File: config.mk
export PLATFORM = sky130hd
export DESIGN_NAME = asf_framer
export DESIGN_NICKNAME = d
export VERILOG_FILES = /design/src/shared/asf_pkg.sv /design/src/hw/asf_buf2.sv /design/src/hw/asf_framer.sv
export VERILOG_INCLUDE_DIRS = /design/src /design/src/shared
export SDC_FILE = /design/constraint.sdc
export NUM_CORES = 1
export LEC_CHECK = 0
export ABC_CLOCK_PERIOD_IN_PS = 4850
export BUFFER_PORTS_ARGS = -buffer_cell sky130_fd_sc_hd__clkbuf_2
export CORE_ASPECT_RATIO = 1.5
export CORE_MARGIN = 2
export CORE_UTILIZATION = 40
export CTS_CLUSTER_DIAMETER = 200
export DETAILED_ROUTE_END_ITERATION = 10
export SYNTH_ARGS = -nofsm -noshare
export SYNTH_HDL_FRONTEND = slang
export SYNTH_SLANG_ARGS = --single-unit
File: constraint.sdc
create_clock -name clk_i -period 4.85 [get_ports clk_i]
set_clock_uncertainty 0.1 [all_clocks]
set_input_delay 0 -clock clk_i [delete_from_list [all_inputs] [get_ports clk_i]]
set_output_delay 0 -clock clk_i [all_outputs]
set_load 0.03 [all_outputs]
File: src/shared/asf_map.svh
// Purpose: constants for the async serial framer
// Assumes: included by bare name
// Notes:   oversample and sample point are in 16x sample ticks; data lengths are in bits
`ifndef ASF_MAP_SVH
`define ASF_MAP_SVH
`define ASF_OVERSAMPLE     16
`define ASF_SAMPLE_POINT   8
`define ASF_CLK_MHZ        125
`define ASF_BAUD_DEFAULT   115200
`define ASF_DATA_LONG      8
`define ASF_DATA_SHORT     7
`define ASF_DATA_TINY      5
`define ASF_BUF_DEPTH      2
`endif

File: src/shared/asf_pkg.sv
// Purpose: shared types for the async serial framer
// Assumes: nothing
// Notes:   states only; numbers live in asf_map.svh
package asf_pkg;
    typedef enum logic [2:0] {ASF_IDLE, ASF_START, ASF_DATA, ASF_EXTRA, ASF_STOP1, ASF_STOP2}
        asf_state_t;
endpackage : asf_pkg

File: src/hw/asf_buf2.sv
// Purpose: two-entry valid/ready buffer in the receive data path
// Assumes: single clock, synchronous active-high reset
// Notes:   out_valid_o is "data present"; honest full and empty
`timescale 1ns/1ps
module asf_buf2 #(
    parameter int WIDTH = 8
) (
    input  wire logic             clk_i,
    input  wire logic             sys_rst_i,
    input  wire logic             in_valid_i,
    output logic                  in_ready_o,
    input  wire logic [WIDTH-1:0] in_data_i,
    output logic                  out_valid_o,
    input  wire logic             out_ready_i,
    output logic      [WIDTH-1:0] out_data_o
);
    logic [WIDTH-1:0] mem_q [2];
    logic [WIDTH-1:0] mem_d [2];
    logic [1:0]       cnt_q, cnt_d;
    logic             rd_q, rd_d;
    logic             wr_q, wr_d;
    logic             push, pop;

    // next-state for pointers and storage
    always_comb
    begin
        push   = in_valid_i && (cnt_q != 2'h2);
        pop    = out_ready_i && (cnt_q != 2'h0);
        mem_d  = mem_q;
        cnt_d  = cnt_q;
        rd_d   = rd_q;
        wr_d   = wr_q;
        if (push)
        begin
            mem_d[wr_q] = in_data_i;
            wr_d        = ~wr_q;
        end
        if (pop)
            rd_d = ~rd_q;
        if (push && !pop)
            cnt_d = cnt_q + 2'h1;
        else if (pop && !push)
            cnt_d = cnt_q - 2'h1;
    end

    always_ff @(posedge clk_i)
    begin
        if (sys_rst_i)
        begin
            cnt_q    <= 2'h0;
            rd_q     <= 1'b0;
            wr_q     <= 1'b0;
            mem_q[0] <= '0;
            mem_q[1] <= '0;
        end
        else
        begin
            cnt_q <= cnt_d;
            rd_q  <= rd_d;
            wr_q  <= wr_d;
            mem_q <= mem_d;
        end
    end

    assign in_ready_o  = (cnt_q != 2'h2);
    assign out_valid_o = (cnt_q != 2'h0);
    assign out_data_o  = mem_q[rd_q];
endmodule : asf_buf2

File: src/hw/asf_framer.sv
// Purpose: full-duplex asynchronous serial framer with event flags
// Assumes: inputs synchronous to clk_i; ext_clk16_i is a synchronous 16x strobe
// Notes:   errors reported as pulses; synchronous mode is not supported
// Contract
// - good character into receive data register sets rx_full_flag, irq if enabled
// - transmit data moved into empty shift register sets tx_empty_flag, irq if enabled
// - last bit sent with no new data sets tx_end_flag, irq if enabled
// - transmitter and receiver run independently, full duplex
// - each direction has a holding register in front of its shift register
// - idle line is high; transmitter sends ones between frames
// - low on idle line is taken as a start bit
// - frame: start low, data lsb first, optional extra bit, one or two stops
// - receiver timing aligns to each start bit falling edge
// - each bit sampled on eighth of sixteen sub-bit ticks
// - four mode bits select the frame format
// - length select 0 gives 8 bits, 1 gives 7, parity and multiprocessor both set give 5; stop select gives 1 or 2
// - parity or multiprocessor alone, or both with length select 1, adds one bit after data
// - receiver checks parity against the chosen odd or even sense
// - with two stop bits only the first is checked
`timescale 1ns/1ps
`include "asf_map.svh"
module asf_framer
    import asf_pkg::*;
#(
    parameter int BAUD = `ASF_BAUD_DEFAULT
) (
    input  wire logic       clk_i,
    input  wire logic       sys_rst_i,
    input  wire logic       ext_clk_sel_i,     // 1: use ext_clk16_i as 16x tick
    input  wire logic       ext_clk16_i,
    input  wire logic       char_length_sel_i,
    input  wire logic       parity_enable_i,
    input  wire logic       multiproc_enable_i,
    input  wire logic       stop_two_i,
    input  wire logic       parity_sense_i,    // 1: odd
    input  wire logic       tx_enable_i,
    input  wire logic       rx_enable_i,
    input  wire logic       rx_irq_enable_i,
    input  wire logic       tx_irq_enable_i,
    input  wire logic       tx_end_irq_enable_i,
    input  wire logic [7:0] tx_data_i,
    input  wire logic       tx_mbit_i,
    input  wire logic       tx_write_i,        // write holding reg, clears empty flag
    input  wire logic       rx_read_i,         // read done, clears full flag unless a second word is buffered or one lands that cycle
    output logic [7:0]      rx_data_o,
    output logic            rx_mbit_o,
    output logic            rx_full_flag_o,
    output logic            tx_empty_flag_o,
    output logic            tx_end_flag_o,
    output logic            rx_full_irq_o,
    output logic            tx_empty_irq_o,
    output logic            tx_end_irq_o,
    output logic            parity_err_o,
    output logic            framing_err_o,
    output logic            overrun_err_o,
    input  wire logic       rxd_i,
    output logic            txd_o
);
    localparam int DIV = (`ASF_CLK_MHZ * 1000000) / (BAUD * `ASF_OVERSAMPLE);
    localparam int DW  = (DIV > 1) ? $clog2(DIV) : 1;

    // data bit count for a mode
    function automatic logic [3:0] data_bits(input logic c, input logic p, input logic m);
        if (p && m)
            data_bits = 4'(`ASF_DATA_TINY);
        else if (c)
            data_bits = 4'(`ASF_DATA_SHORT);
        else
            data_bits = 4'(`ASF_DATA_LONG);
    endfunction : data_bits

    // extra bit present: one enable alone, or both with length select 1
    function automatic logic has_extra(input logic c, input logic p, input logic m);
        has_extra = (p ^ m) || (p && m && c);
    endfunction : has_extra

    // extra bit carries parity rather than a multiprocessor flag
    function automatic logic extra_is_par(input logic p, input logic m);
        extra_is_par = p;
    endfunction : extra_is_par

    function automatic logic par_of(input logic [7:0] d, input logic [3:0] n, input logic odd);
        logic p;
        p = odd;
        for (int i = 0; i < 8; i++)
            if (4'(i) < n)
                p = p ^ d[i];
        par_of = p;
    endfunction : par_of

    // 16x tick: internal divider or external strobe
    logic [DW-1:0] div_q, div_d;
    logic          tick;
    always_comb
    begin
        div_d = (div_q == DW'(DIV - 1)) ? '0 : div_q + 1'b1;
    end
    always_ff @(posedge clk_i)
    begin
        if (sys_rst_i)
            div_q <= '0;
        else
            div_q <= div_d;
    end
    assign tick = ext_clk_sel_i ? ext_clk16_i : (div_q == DW'(DIV - 1));

    logic [3:0] nbits;
    logic       xbit;
    logic       xpar;
    assign nbits = data_bits(char_length_sel_i, parity_enable_i, multiproc_enable_i);
    assign xbit  = has_extra(char_length_sel_i, parity_enable_i, multiproc_enable_i);
    assign xpar  = extra_is_par(parity_enable_i, multiproc_enable_i);

    // transmitter, independent of receiver
    asf_state_t tx_st_q, tx_st_d;
    logic [7:0] tx_hold_q, tx_hold_d, tx_sh_q, tx_sh_d;
    logic       tx_hxb_q, tx_hxb_d, tx_xb_q, tx_xb_d;
    logic       tx_empty_q, tx_empty_d, tx_end_q, tx_end_d;
    logic [3:0] tx_sub_q, tx_sub_d, tx_cnt_q, tx_cnt_d;
    logic       txd_q, txd_d;
    logic       tx_load;
    always_comb
    begin
        tx_st_d    = tx_st_q;
        tx_hold_d  = tx_hold_q;
        tx_hxb_d   = tx_hxb_q;
        tx_sh_d    = tx_sh_q;
        tx_xb_d    = tx_xb_q;
        tx_empty_d = tx_empty_q;
        tx_end_d   = tx_end_q;
        tx_sub_d   = tx_sub_q;
        tx_cnt_d   = tx_cnt_q;
        txd_d      = txd_q;
        tx_load    = 1'b0;
        if (tx_write_i)
        begin
            tx_hold_d  = tx_data_i;
            tx_hxb_d   = tx_mbit_i;
            tx_empty_d = 1'b0;
            tx_end_d   = 1'b0;
        end
        if (tick && tx_st_q != ASF_IDLE)
            tx_sub_d = tx_sub_q + 4'h1;
        // bit ends when the sub-tick counter wraps
        if (tick && tx_sub_q == 4'hf)
        begin
            case (tx_st_q)
                ASF_START:
                begin
                    tx_st_d = ASF_DATA;
                    txd_d   = tx_sh_q[0];
                    tx_sh_d = tx_sh_q >> 1;
                    tx_cnt_d = 4'h1;
                end
                ASF_DATA:
                    if (tx_cnt_q == nbits)
                    begin
                        tx_st_d = xbit ? ASF_EXTRA : ASF_STOP1;
                        txd_d   = xbit ? tx_xb_q : 1'b1;
                    end
                    else
                    begin
                        txd_d    = tx_sh_q[0];
                        tx_sh_d  = tx_sh_q >> 1;
                        tx_cnt_d = tx_cnt_q + 4'h1;
                    end
                ASF_EXTRA:
                begin
                    tx_st_d = ASF_STOP1;
                    txd_d   = 1'b1;
                end
                ASF_STOP1, ASF_STOP2:
                    if (tx_st_q == ASF_STOP1 && stop_two_i)
                        tx_st_d = ASF_STOP2;
                    else
                    begin
                        tx_st_d = ASF_IDLE;
                        if (tx_empty_d && !tx_write_i)
                            tx_end_d = 1'b1;
                    end
                default:
                    tx_st_d = ASF_IDLE;
            endcase
        end
        // load shift register when it is empty; a same-cycle write holds off the load, so the write clear stands
        if (tx_enable_i && tx_st_d == ASF_IDLE && !tx_empty_q && !tx_write_i)
        begin
            tx_load    = 1'b1;
            tx_sh_d    = tx_hold_q;
            tx_xb_d    = xpar ? par_of(tx_hold_q, nbits, parity_sense_i) : tx_hxb_q;
            tx_empty_d = 1'b1;
            tx_end_d   = 1'b0;
            tx_st_d    = ASF_START;
            tx_sub_d   = 4'h0;
            txd_d      = 1'b0;
        end
        else if (tx_st_d == ASF_IDLE)
            txd_d = 1'b1;
        if (!tx_enable_i)
        begin
            tx_st_d    = ASF_IDLE;
            txd_d      = 1'b1;
            tx_empty_d = 1'b1;
        end
    end
    always_ff @(posedge clk_i)
    begin
        if (sys_rst_i)
        begin
            tx_st_q    <= ASF_IDLE;
            tx_hold_q  <= 8'h00;
            tx_hxb_q   <= 1'b0;
            tx_sh_q    <= 8'h00;
            tx_xb_q    <= 1'b0;
            tx_empty_q <= 1'b1;
            tx_end_q   <= 1'b1;
            tx_sub_q   <= 4'h0;
            tx_cnt_q   <= 4'h0;
            txd_q      <= 1'b1;
        end
        else
        begin
            tx_st_q    <= tx_st_d;
            tx_hold_q  <= tx_hold_d;
            tx_hxb_q   <= tx_hxb_d;
            tx_sh_q    <= tx_sh_d;
            tx_xb_q    <= tx_xb_d;
            tx_empty_q <= tx_empty_d;
            tx_end_q   <= tx_end_d;
            tx_sub_q   <= tx_sub_d;
            tx_cnt_q   <= tx_cnt_d;
            txd_q      <= txd_d;
        end
    end

    // receiver
    asf_state_t rx_st_q, rx_st_d;
    logic [7:0] rx_sh_q, rx_sh_d;
    logic [3:0] rx_sub_q, rx_sub_d, rx_cnt_q, rx_cnt_d;
    logic       rx_x_q, rx_x_d, rx_prev_q;
    logic       rx_full_q, rx_full_d;
    logic       done, par_bad, frm_bad, ovr;
    logic       buf_rdy, buf_vld;
    logic [8:0] buf_out;
    always_comb
    begin
        rx_st_d  = rx_st_q;
        rx_sh_d  = rx_sh_q;
        rx_sub_d = rx_sub_q;
        rx_cnt_d = rx_cnt_q;
        rx_x_d   = rx_x_q;
        done     = 1'b0;
        par_bad  = 1'b0;
        frm_bad  = 1'b0;
        case (rx_st_q)
            ASF_IDLE:
                if (rx_enable_i && rx_prev_q && !rxd_i)
                begin
                    rx_st_d  = ASF_START;
                    rx_sub_d = 4'h0;
                end
            ASF_START, ASF_DATA, ASF_EXTRA, ASF_STOP1:
                if (tick)
                begin
                    rx_sub_d = rx_sub_q + 4'h1;
                    if (rx_sub_q == 4'(`ASF_SAMPLE_POINT - 1))
                    begin
                        rx_sub_d = 4'h0;
                        if (rx_st_q == ASF_START)
                        begin
                            rx_st_d  = rxd_i ? ASF_IDLE : ASF_DATA; // glitch rejected
                            rx_cnt_d = 4'h0;
                            rx_sub_d = 4'(`ASF_SAMPLE_POINT - `ASF_OVERSAMPLE);
                        end
                        else if (rx_st_q == ASF_DATA)
                        begin
                            rx_sh_d  = {rxd_i, rx_sh_q[7:1]};
                            rx_cnt_d = rx_cnt_q + 4'h1;
                            if (rx_cnt_d == nbits)
                                rx_st_d = xbit ? ASF_EXTRA : ASF_STOP1;
                            rx_sub_d = 4'(`ASF_SAMPLE_POINT - `ASF_OVERSAMPLE);
                        end
                        else if (rx_st_q == ASF_EXTRA)
                        begin
                            rx_x_d   = rxd_i;
                            rx_st_d  = ASF_STOP1;
                            rx_sub_d = 4'(`ASF_SAMPLE_POINT - `ASF_OVERSAMPLE);
                        end
                        else
                        begin
                            // only the first stop bit is checked
                            rx_st_d = ASF_IDLE;
                            done    = 1'b1;
                            frm_bad = !rxd_i;
                            par_bad = xbit && xpar &&
                                (rx_x_q != par_of(rx_sh_q >> (4'h8 - nbits), nbits,
                                                  parity_sense_i));
                        end
                    end
                end
            default:
                rx_st_d = ASF_IDLE;
        endcase
        if (!rx_enable_i)
            rx_st_d = ASF_IDLE;
    end
    always_ff @(posedge clk_i)
    begin
        if (sys_rst_i)
        begin
            rx_st_q   <= ASF_IDLE;
            rx_sh_q   <= 8'h00;
            rx_sub_q  <= 4'h0;
            rx_cnt_q  <= 4'h0;
            rx_x_q    <= 1'b0;
            rx_prev_q <= 1'b1;
            rx_full_q <= 1'b0;
        end
        else
        begin
            rx_st_q   <= rx_st_d;
            rx_sh_q   <= rx_sh_d;
            rx_sub_q  <= rx_sub_d;
            rx_cnt_q  <= rx_cnt_d;
            rx_x_q    <= rx_x_d;
            rx_prev_q <= rxd_i;       // idle line is mark
            rx_full_q <= rx_full_d;
        end
    end

    // good character pushed into holding buffer; overrun when buffer full
    logic       push_ok;
    logic [7:0] rx_aligned;
    assign rx_aligned = rx_sh_q >> (4'h8 - nbits);
    assign push_ok    = done && !frm_bad && !par_bad && buf_rdy;
    assign ovr        = done && !frm_bad && !par_bad && !buf_rdy;
    always_comb
    begin
        // set beats a same-cycle read clear; a second buffered word keeps the flag up
        rx_full_d = push_ok || (buf_vld && !(rx_read_i && buf_rdy));
    end

    asf_buf2 #(
        .WIDTH (9)
    ) u_rx_buf (
        .clk_i       (clk_i),
        .sys_rst_i   (sys_rst_i),
        .in_valid_i  (push_ok),
        .in_ready_o  (buf_rdy),
        .in_data_i   ({rx_x_q, rx_aligned}),
        .out_valid_o (buf_vld),
        .out_ready_i (rx_read_i && rx_full_q),
        .out_data_o  (buf_out)
    );

    // error pulses registered for clean outputs
    logic pr_q, fe_q, oe_q;
    always_ff @(posedge clk_i)
    begin
        if (sys_rst_i)
        begin
            pr_q <= 1'b0;
            fe_q <= 1'b0;
            oe_q <= 1'b0;
        end
        else
        begin
            pr_q <= par_bad;
            fe_q <= frm_bad;
            oe_q <= ovr;
        end
    end

    assign rx_data_o       = buf_out[7:0];
    assign rx_mbit_o       = buf_out[8];
    assign rx_full_flag_o  = rx_full_q;
    assign tx_empty_flag_o = tx_empty_q;
    assign tx_end_flag_o   = tx_end_q;
    assign rx_full_irq_o   = rx_full_q && rx_irq_enable_i;
    assign tx_empty_irq_o  = tx_empty_q && tx_irq_enable_i;
    assign tx_end_irq_o    = tx_end_q && tx_end_irq_enable_i;
    assign parity_err_o    = pr_q;
    assign framing_err_o   = fe_q;
    assign overrun_err_o   = oe_q;
    assign txd_o           = txd_q;
endmodule : asf_framer

## Yosys cells after proc, flatten, opt, wreduce, memory -nomap -nowiden

Cells that the tools add are included.
Widths: inputs -> output; s select.

| cells by class | value |
|---|---|
| add/subtract/negate cells | 8 |
| magnitude comparators | 11 |
| equality and inequality tests | 22 |
| shifts and indexed selects | 1 |
| mux-type cells | 144 |
| bitwise gates (word level) | 25 |
| reduce and logical (&&, ||, !) cells | 66 |

Operator list:

| cell | count |
|---|---|
| $mux 1 | 104 |
| $mux 4 | 11 |
| $mux 9 | 4 |
| $mux 3 | 11 |
| $logic_and 1x1->1 | 28 |
| $mux 8 | 3 |
| $bwmux 18 | 1 |
| $xor 1x1->1 | 17 |
| $add 4x1->4 const B | 4 |
| $lt 3x4->1 const A | 4 |
| $pmux 4 s2 | 2 |
| $pmux 8 s2 | 1 |
| $eq 3x2->1 const B | 4 |
| $pmux 3 s4 | 1 |
| $reduce_bool 2->1 | 6 |
| $ne 2x2->1 const B | 5 |
| $reduce_or 2->1 | 5 |
| $demux 9 s1 | 1 |
| $eq 3x3->1 const B | 3 |
| $logic_not 1->1 | 9 |
| $reduce_and 3->1 | 3 |
| $reduce_bool 3->1 | 3 |
| $eq 4x4->1 | 2 |
| $lt 1x4->1 const A | 2 |
| 29 further kinds | 43 |

| word-level totals | value |
|---|---|
| bits in registers | 86 |
| output and inout port bits | 19 |
| logic and storage cells | 304 |

## Logic depth before layout (Yosys ltp)

Gate-level depths: netlist (run 1).

| logic depth | value |
|---|---|
| word-level depth | 84 |
| mapped depth | 15 |
| depth with buffers taken out | 15 |

## By module

A second synthesis (run 1) with hierarchy kept.

| unflattened totals | value |
|---|---|
| cells, all modules | 543 |
| area, all modules | 4639.4 sq um |

By module, submodules not included:

| module | instances | cells each | area each (sq um) |
|---|---|---|---|
| asf_framer | 1 | 429 | 3563.4 |
| asf_buf2 | 1 | 114 | 1076.0 |

## Worst setup path before layout (run 1)

OpenSTA, ideal clock, no wires.

| path | value |
|---|---|
| path kind | input to register |
| from | in parity_enable_i |
| to | reg u_rx_buf.cnt_q[1] |
| arrival | 3.230 ns |
| setup slack | 1.450 ns |
| stages on the path | 14 |
| buffers on the path | 0 |
| cells stage by stage | ha_1 > nor2_1 > inv_1 > ha_1 > nor4bb_1 > xnor2_1 > xnor2_1 > or3_4 > a41oi_1 > o211a_4 > nor2_1 > ha_1 > or3_1 > a21oi_1 |

| on the way | value |
|---|---|
| longest elaborated chain between the ends | 83 |
| elaborated cells between the ends (all ways) | 97 |
| classes of those cells | add/sub (1); order compare (8); eq/ne (1); shift (1); mux (64); bitwise (9); reduce/logical (13) |

Ends and longest elaborated chain:

| element | line | RTL |
|---|---|---|
| start: declaration | asf_framer.sv:32 | `input wire logic parity_enable_i,` |
| $logic_and 1x1->1 | asf_framer.sv:64, asf_framer.sv:74 |  |
| $mux 4 | asf_framer.sv:64 | `if (p && m)` |
| $sub 4x4->4 | asf_framer.sv:296 | `(rx_x_q != par_of(rx_sh_q >> (4'h8 - nbits), nbits,` |
| $shr 8x4->8 | asf_framer.sv:296 |  |
| $xor 1x1->1 | asf_framer.sv:87 | `p = p ^ d[i];` |
| $mux 1 | asf_framer.sv:86 | `if (4'(i) < n)` |
| $mux 1 | asf_framer.sv:283 | `else if (rx_st_q == ASF_EXTRA)` |
| $mux 1 | asf_framer.sv:275 | `else if (rx_st_q == ASF_DATA)` |
| [67 not listed] | - |  |
| $mux 1 (*) | asf_framer.sv:255 | `case (rx_st_q)` |
| $logic_not 1->1 (*) | asf_framer.sv:335 | `assign push_ok = done && !frm_bad && !par_bad && buf_rdy;` |
| $logic_and 1x1->1 (*) (2 in series) | asf_framer.sv:335 |  |
| $logic_and 1x1->1 (*) | asf_buf2.sv:27 | `push = in_valid_i && (cnt_q != 2'h2);` |
| named net u_rx_buf.push | asf_buf2.sv:22 | `logic push, pop;` |
| $logic_not 1->1 | asf_buf2.sv:42 | `else if (pop && !push)` |
| $logic_and 1x1->1 | asf_buf2.sv:42 |  |
| $reduce_bool 2->1 (no source line) | - |  |
| end signal: assignment | asf_buf2.sv:58 | `cnt_q <= cnt_d;` |
| end: declaration | asf_buf2.sv:19 | `logic [1:0] cnt_q, cnt_d;` |

The timed path passes the listed nets; every way through them passes the cells marked *. The select of a mux whose other input is x is not followed.
A chain may end at the register's enable or synchronous reset.

## Worst setup path in the final report (run 1)

| path | value |
|---|---|
| from | in parity_enable_i |
| to | reg u_rx_buf.mem_q[10] in the netlist's numbering |

| on the way | value |
|---|---|
| longest elaborated chain between the ends | 80 |
| elaborated cells between the ends (all ways) | 93 |
| classes of those cells | add/sub (1); order compare (8); eq/ne (1); shift (1); mux (64); bitwise (9); reduce/logical (9) |

Ends and longest elaborated chain:

| element | line | RTL |
|---|---|---|
| $logic_and 1x1->1 | asf_framer.sv:64, asf_framer.sv:74 |  |
| $mux 4 | asf_framer.sv:64 |  |
| $sub 4x4->4 | asf_framer.sv:296, asf_framer.sv:334 |  |
| $shr 8x4->8 | asf_framer.sv:296, asf_framer.sv:334 |  |
| $xor 1x1->1 | asf_framer.sv:87 |  |
| $mux 1 | asf_framer.sv:86 |  |
| $mux 1 | asf_framer.sv:283 |  |
| $mux 1 | asf_framer.sv:275 |  |
| [63 not listed] | - |  |
| $mux 1 | asf_framer.sv:275 |  |
| $mux 1 | asf_framer.sv:269 | `if (rx_st_q == ASF_START)` |
| $mux 1 | asf_framer.sv:266 | `` if (rx_sub_q == 4'(`ASF_SAMPLE_POINT - 1)) `` |
| $mux 1 | asf_framer.sv:263 | `if (tick)` |
| $mux 1 | asf_framer.sv:255 |  |
| $logic_not 1->1 | asf_framer.sv:335 |  |
| $logic_and 1x1->1 (2 in series) | asf_framer.sv:335 |  |
| $logic_and 1x1->1 | asf_buf2.sv:27 |  |
| end signal: assignment | asf_buf2.sv:61 | `mem_q <= mem_d;` |
| end: declaration | asf_buf2.sv:17 | `logic [WIDTH-1:0] mem_q [2];` |

Parallel ways exist; a longest one is shown, timed or not. The select of a mux whose other input is x is not followed.

==> metrics.md, run 1 <==
| Metric | Value |
|---|---|
| DR WL/cell | `between 10 and 15 um` |
| Largest net degree at the start of global routing | `49` |
| H-tree lvl count | `3` |
| Async SR Flop Fraction | `0%` |
| Sum of negative setup slack | `0 ps` |
| Io pins | `45` |
| # rows | `48` |
| Core Region | `11,400 um^2` |
| Worst hold path type | `in -> reg` |
| Total global-route track usage | `about 18%` |
| GR Util met3 | `approximately 3.2%` |
| NetSw | `0.361 mW` |
| Synthesized cell area | `4610 um^2` |
| Die X | `~92 um` |
| TritonCTS clock tree | `yes` |
| Switching Share | `a little under a quarter` |
| Vias in the first global route | `about 3,700` |
| Overall Power | `approximately 1.6 mW` |
| Drt first pass iters | `4` |
| Global routing's busiest layer | `met2` |
| Sequential power share | `about 47%` |
| Worst-Skew Late Latency | `between 300 and 400 ps` |
| Layout cell share with drive strength beyond 1 | `about 15%` |
| Clk pwr share | `43.6%` |
| CTS Buffer Depth | `2` |
| Vias per cell | `5.30` |
| Hold Vio Cnt, Final | `0` |
| Reg2Reg Setup Slack | `1380 ps` |
| Static leakage | `between 2 and 2.5 nW` |
| Syn nets | `roughly 570` |
| Most frequent cell after synthesis | `dfxtp_1` |
| Register bit count reported by yosys | `86` |
| Yosys top cell area share | `around 37%` |
| Dpl hpwl | `~7.5 mm` |
| Cell-internal power | `1.19 mW` |
| Vias | `3,880` |
| Root buffer cell | `clkbuf_16` |
| Final WL | `10.6 mm` |
| Port bufs | `44` |
| FMAX | `between 200 and 250 MHz` |
| GRT met1 Usage | `between 20% and 30%` |
| Synth cell count leaders | `dfxtp_1, nor2_1, mux2i_1, nand2_1, a21oi_1` |
| Crit share post-route | `86.6%` |
| Max Slew Vio Count | `0` |
| Setup crit end kind | `flip-flop` |
| Initial antenna violation count | `0` |
| Setup crit start kind | `input port` |
| Post-route ant nets | `0` |
| Synth Warn # | `0` |
| Synth-to-Final Area Change | `16.1%` |
| Top cells by area, synth | `dfxtp_1, mux2i_1, nor2_1` |
| Initial Util | `just over 40%` |
| Post-synth top flop | `dfxtp_1` |
| Relative slew slack | `between 30% and 40%` |
| GPL Wtd Cong | `~0.85` |
| Status | `completed` |
| Combinational share of power | `about a tenth` |
| Worst path required time | `between 4000 and 5000 ps` |
| Distinct cell type count after synthesis | `60` |
| Seq/Total Area, Yosys | `a little under two fifths` |
| Worst IR Drop VDD | `0.181 mV` |
| Drt first-iter violations | `approximately 140` |
| WP data arrival | `about 4300 ps` |
| RSZ-0062 raised after global routing | `no` |
| Area leader, netlist | `dfxtp_1` |
| Total gr overflow | `0` |
| Pwr dens | `around 290 nW/um^2` |
| Post-Syn Area per Cell | `8.62 um^2` |
| DRC Markers | `0` |
| Die area | `12,400 um^2` |
| Final Util | `47.2%` |
| Post-Syn Instances | `535` |
| Crit Path Class | `in -> reg` |
| Worst-margin pin slew | `around 930 ps` |
| First-pass GRT wire length | `17.6 mm` |
| Final Setup Violations | `0` |
| Clock Sinks | `86` |
| Die height | `between 100 and 150 um` |
| GR met2 Demand/Resource | `32.2%` |
| N_diodes | `0` |
| CTS Buf Count | `9` |
| Layout Nets | `614` |
| Minimum clock period | `~4200 ps` |
| Maxcap violations | `0` |
| Number of flops mapped to enable cells by yosys | `0` |
| Crit-path max FO | `10` |
| Clock slew seen by the registers of the worst setup and hold paths | `roughly 60 ps` |
-- stage by stage --
stage | instances | instance area, um^2 | setup WS, ps | hold WS (ps)
finish | 732 | 5360 | 649 | 27.4
global route | 732 | 5360 | 336 | 60.5
CTS | 732 | 5360 | 662 | 20.4
detailed placement | 701 | 4910 | 856 | 146
global placement | 701 | 4910 | 947 | 131
floorplan | 535 | 4610 | 1450 | 47.2
-- power groups by stage --
stage               clock network, mW  registers, mW  logic [mW]
detailed placement                  0          0.746       0.134
CTS                             0.694          0.730       0.144
finish                          0.677          0.730       0.144
floorplan                           0          0.743      0.0977
global placement                    0          0.746       0.131
global route                    0.719          0.732       0.159
-- worst paths after layout --
kind | cells after the start | to | start
hold / removal | 5 | tx_st_q[0] | stop_two_i
hold reg to reg | 2 | tx_sh_q[4] | tx_sh_q[4]
setup reg to reg | 8 | tx_xb_q | div_q[2]
setup / recovery | 14 | u_rx_buf.mem_q[10] | parity_enable_i
-- metal layers --
layer / vias up / wire length, um
li1: 1977 / -
met1: 1821 / 4470
met2: 62 / 5530
met3: 20 / 324
met4: 0 / 262
met5: - / 0
-- placed cells by master, fill, tap and decap left out, types with 9 or more instances in the layout --
cell type | netlist | layout
clkbuf_16 | 0 | 9
nor3_1 | 15 | 15
xnor2_1 | 16 | 16
nand2b_1 | 26 | 26
dfxtp_1 | 86 | 86
ha_1 | 10 | 10
nor2_1 | 66 | 66
dlygate4sd3_1 | 0 | 16
mux2_2 | 16 | 16
nand3_1 | 13 | 13
nor2b_1 | 11 | 11
clkbuf_2 | 0 | 44
xor2_1 | 11 | 11
a21oi_1 | 31 | 31
o21ai_0 | 21 | 21
mux2i_1 | 38 | 38
nand2_1 | 38 | 38
-- flip-flops by register name, summed over array words and instances (netlist names), 2 cells and up --
signal and cells:
tx_st_q 3, rx_sub_q 4, tx_cnt_q 4, tx_sh_q 8, u_rx_buf.mem_q 18, div_q 7, rx_st_q 3, u_rx_buf.cnt_q 2
tx_sub_q 4, rx_sh_q 8, rx_cnt_q 4, tx_hold_q 8
-- timing repair --
action                                 4_1_cts  5_1_grt
hold buffers                                16        0
setup buffers                                0        0
endpoints found under the hold margin       24        0
resized for setup                            0        0
setup endpoints to repair                    0        0
-- worst max-delay path: stages --
cell and delay [ps]:
dlygate4sd3_1 530, clkbuf_2 140, ha_1 230, nor2_1 410, inv_1 170, ha_1 450, nor4bb_1 370, xnor2_1 190
xnor2_1 120, or3_4 350, and2_4 170, o211a_4 260, or3_1 570, mux2_4 380
-- final cells by class --
cell class                      count  area [um^2]
Clock inverter                      4         47.5
Inverter                            8         30.0
Multi-Input combinational cell    410         2720
Fill cell                        1098         5990
Sequential cell                    86         1720
Timing Repair Buffer               63          403
Clock buffer                       11          243
Tap cell                          150          188
-- cell families after synthesis --
family	after synthesis	share of synthesized area [%]
compound gates	102	14.7
xor+xnor	27	5.13
fa+ha+maj	11	2.93
buf+inv	39	3.61
flops	86	37.3
mux	56	12.8
simple gates	214	23.5
(Power assumes the default switching activity.)
==> run 2, diff against run 1 <==
--- a/config.mk
+++ b/config.mk
@@ -13,6 +13,7 @@
 export CORE_UTILIZATION = 40
 export CTS_CLUSTER_DIAMETER = 200
 export DETAILED_ROUTE_END_ITERATION = 10
+export PLACE_DENSITY_LB_ADDON = 0.08
 export SYNTH_ARGS = -nofsm -noshare
 export SYNTH_HDL_FRONTEND = slang
 export SYNTH_SLANG_ARGS = --single-unit
==> run 2 against run 1 <==
  * Setup slack improved by 320 ps
  * Utilization is 0.13 points higher
  * Routed wire length down 2.0%
  * Final cell count up 0.27%
  * Critical path type unchanged
  * Largest cell class unchanged
  * Highest routed layer unchanged
==> metrics.md, run 2 (synthesized netlist as in run 1, its figures left out) <==
| Metric | Value |
|---|---|
| Clk pwr share | `approximately 44%` |
| Combinational share of power | `under 10%` |
| Post-route ant nets | `0` |
| H-tree lvl count | `3` |
| Clock slew seen by the registers of the worst setup and hold paths | `60 ps` |
| Cell Count, Final, Fillers Out | `~730` |
| Die height | `around 140 um` |
| Drt first-iter violations | `about 140` |
| CTS Buffer Depth | `2` |
| Multi-input logic area | `between 2000 and 3000 um^2` |
| Max FFs per register | `18` |
| CTS Buf Count | `9` |
| Reg2Reg Setup Slack | `1410 ps` |
| Io pins | `45` |
| Layout Nets | `616` |
| Final WL | `slightly above 10 mm` |
| Dpl hpwl | `about 7.6 mm` |
| Worst r2r src | `div_q[2]` |
| Setup crit end kind | `flip-flop` |
| Switching Share | `between 20% and 30%` |
| Crit-path max FO | `10` |
| WP data arrival | `roughly 4000 ps` |
| Most common cell after layout, fill and taps aside | `dfxtp_1` |
| Most flop-heavy register | `u_rx_buf.mem_q` |
| Initial antenna violation count | `0` |
| Largest net degree at the start of global routing | `47` |
| Total gr overflow | `0` |
| Crit Path Class | `in -> reg` |
| Relative slew slack | `a little over half` |
| Port bufs | `44` |
| Drt first pass iters | `4` |
| Setup crit start kind | `input port` |
| Fillers | `between 1,000 and 1,500` |
| Layout cell share with drive strength beyond 1 | `~16%` |
| Worst-Skew Late Latency | `between 300 and 400 ps` |
| Clock Sinks | `86` |
| NetSw | `~0.36 mW` |
| RSZ-0062 raised after global routing | `no` |
| CP endpoint | `u_rx_buf.mem_q[10]` |
| Pwr dens | `roughly 290 nW/um^2` |
| Synth-to-Final Area Change | `16.5%` |
| TritonCTS clock tree | `yes` |
| Crit share post-route | `80.1%` |
| Max Slew Vio Count | `0` |
| Sequential power share | `between 40% and 50%` |
| Placed Cells | `703` |
| Final Setup Violations | `0` |
| Reg-to-reg endpoint | `tx_xb_q` |
| # rows | `between 40 and 50` |
| Minimum clock period | `just under 4000 ps` |
| Register area | `around 1700 um^2` |
| Vias per cell | `around 5.2` |
| Static leakage | `around 2.1 nW` |
| Die X | `about 92 um` |
| FMAX | `around 260 MHz` |
| N_diodes | `0` |
| Vias in the first global route | `between 3,000 and 4,000` |
| Worst IR Drop VDD | `~0.17 mV` |
| Vias | `approximately 3,800` |
| Cells on Worst Hold Path | `2` |
| DR WL/cell | `14.1 um` |
| Hold Vio Cnt, Final | `0` |
| CP startpoint | `parity_enable_i` |
| Sum of negative setup slack | `0 ps` |
| Initial Util | `between 40 and 50%` |
| Worst-margin pin slew | `between 600 and 700 ps` |
| Cell-internal power | `~1.2 mW` |
| GPL Wtd Cong | `between 0.7 and 0.8` |
| Status | `completed` |
| Worst hold path type | `in -> reg` |
| Post-CTS Setup Inserts | `0` |
| DRC Markers | `0` |
| First-pass GRT wire length | `17.2 mm` |
| Total global-route track usage | `17.5%` |
| Maxcap violations | `0` |
| Worst reg-to-reg path cell count | `8` |
| Commonest cells after routing, fill and taps aside | `dfxtp_1, nor2_1, clkbuf_2` |
| Core Region | `about 11,000 um^2` |
| Die area | `~12,000 um^2` |
| Worst path required time | `between 4000 and 5000 ps` |
| Root buffer cell | `clkbuf_16` |
==> run 2: cell count changes in the layout (fill, tap and decap cells not counted) <==
cell	delta
buf_4	+2
==> run 2: power groups by stage <==
stage	combinational [mW]	clock, mW	sequential [mW]
global route	0.161	0.728	0.732
CTS	0.146	0.702	0.730
finish	0.145	0.677	0.730
global placement	0.135	0	0.745
floorplan	0.0977	0	0.743
detailed placement	0.136	0	0.746
==> run 2: per-stage QoR <==
stage | util [%] | setup slack (ps) | cell area, um^2 | total power [mW] | hold slack, ps
after floorplan | - | 1450 | 4610 | 0.841 | 47.2
after global placement | 43.4 | 1210 | 4920 | 0.880 | 139
after detailed placement | 43.4 | 1160 | 4920 | 0.881 | 142
after CTS | 47.3 | 975 | 5370 | 1.58 | 26.0
after global routing | 47.3 | 761 | 5370 | 1.62 | 61.3
final | 47.3 | 967 | 5370 | 1.55 | 28.1
==> run 2: worst min path at each step <==
stage,start,end,slack (ps)
2_1_floorplan,tx_mbit_i,tx_hxb_q,50
3_3_place_gp,tx_data_i[3],tx_hold_q[3],140
3_5_place_dp,tx_data_i[3],tx_hold_q[3],140
4_1_cts,tx_write_i,tx_empty_flag_o,30
5_1_grt,tx_write_i,tx_empty_flag_o,60
6_report,tx_write_i,tx_empty_flag_o,30
==> run 2: final cells by class <==
class | instances | share of cell area, %
multi-input combinational | 410 | 50.7
inverter | 8 | 0.559
clock inverter | 4 | 0.885
clock buffer | 11 | 4.52
timing repair buffer | 65 | 7.78
tap | 150 | 3.49
sequential | 86 | 32.1
==> run 2: timing repair <==
action,4_1_cts,5_1_grt
endpoints found under the hold margin,24,0
hold buffers,16,0
setup endpoints to repair,0,0
gates resized for setup,0,0
==> run 2: critical path, stage by stage <==
cell	delay (ps)
dlygate4sd3_1	530
clkbuf_2	130
ha_1	220
nor2_1	90
buf_4	170
inv_1	90
ha_1	400
nor4bb_1	370
xnor2_1	180
xnor2_1	110
or3_4	340
and2_4	170
o211a_4	260
or3_1	570
mux2_4	380
==> run 2: metal layers <==
metal	share of wire, %	track usage, %	vias to the layer above
li1	-	-	1979
met1	44	19.8	1773
met2	52	32.0	43
met3	2.5	3.01	14
met4	1.7	7.15	0
met5	0	0	-
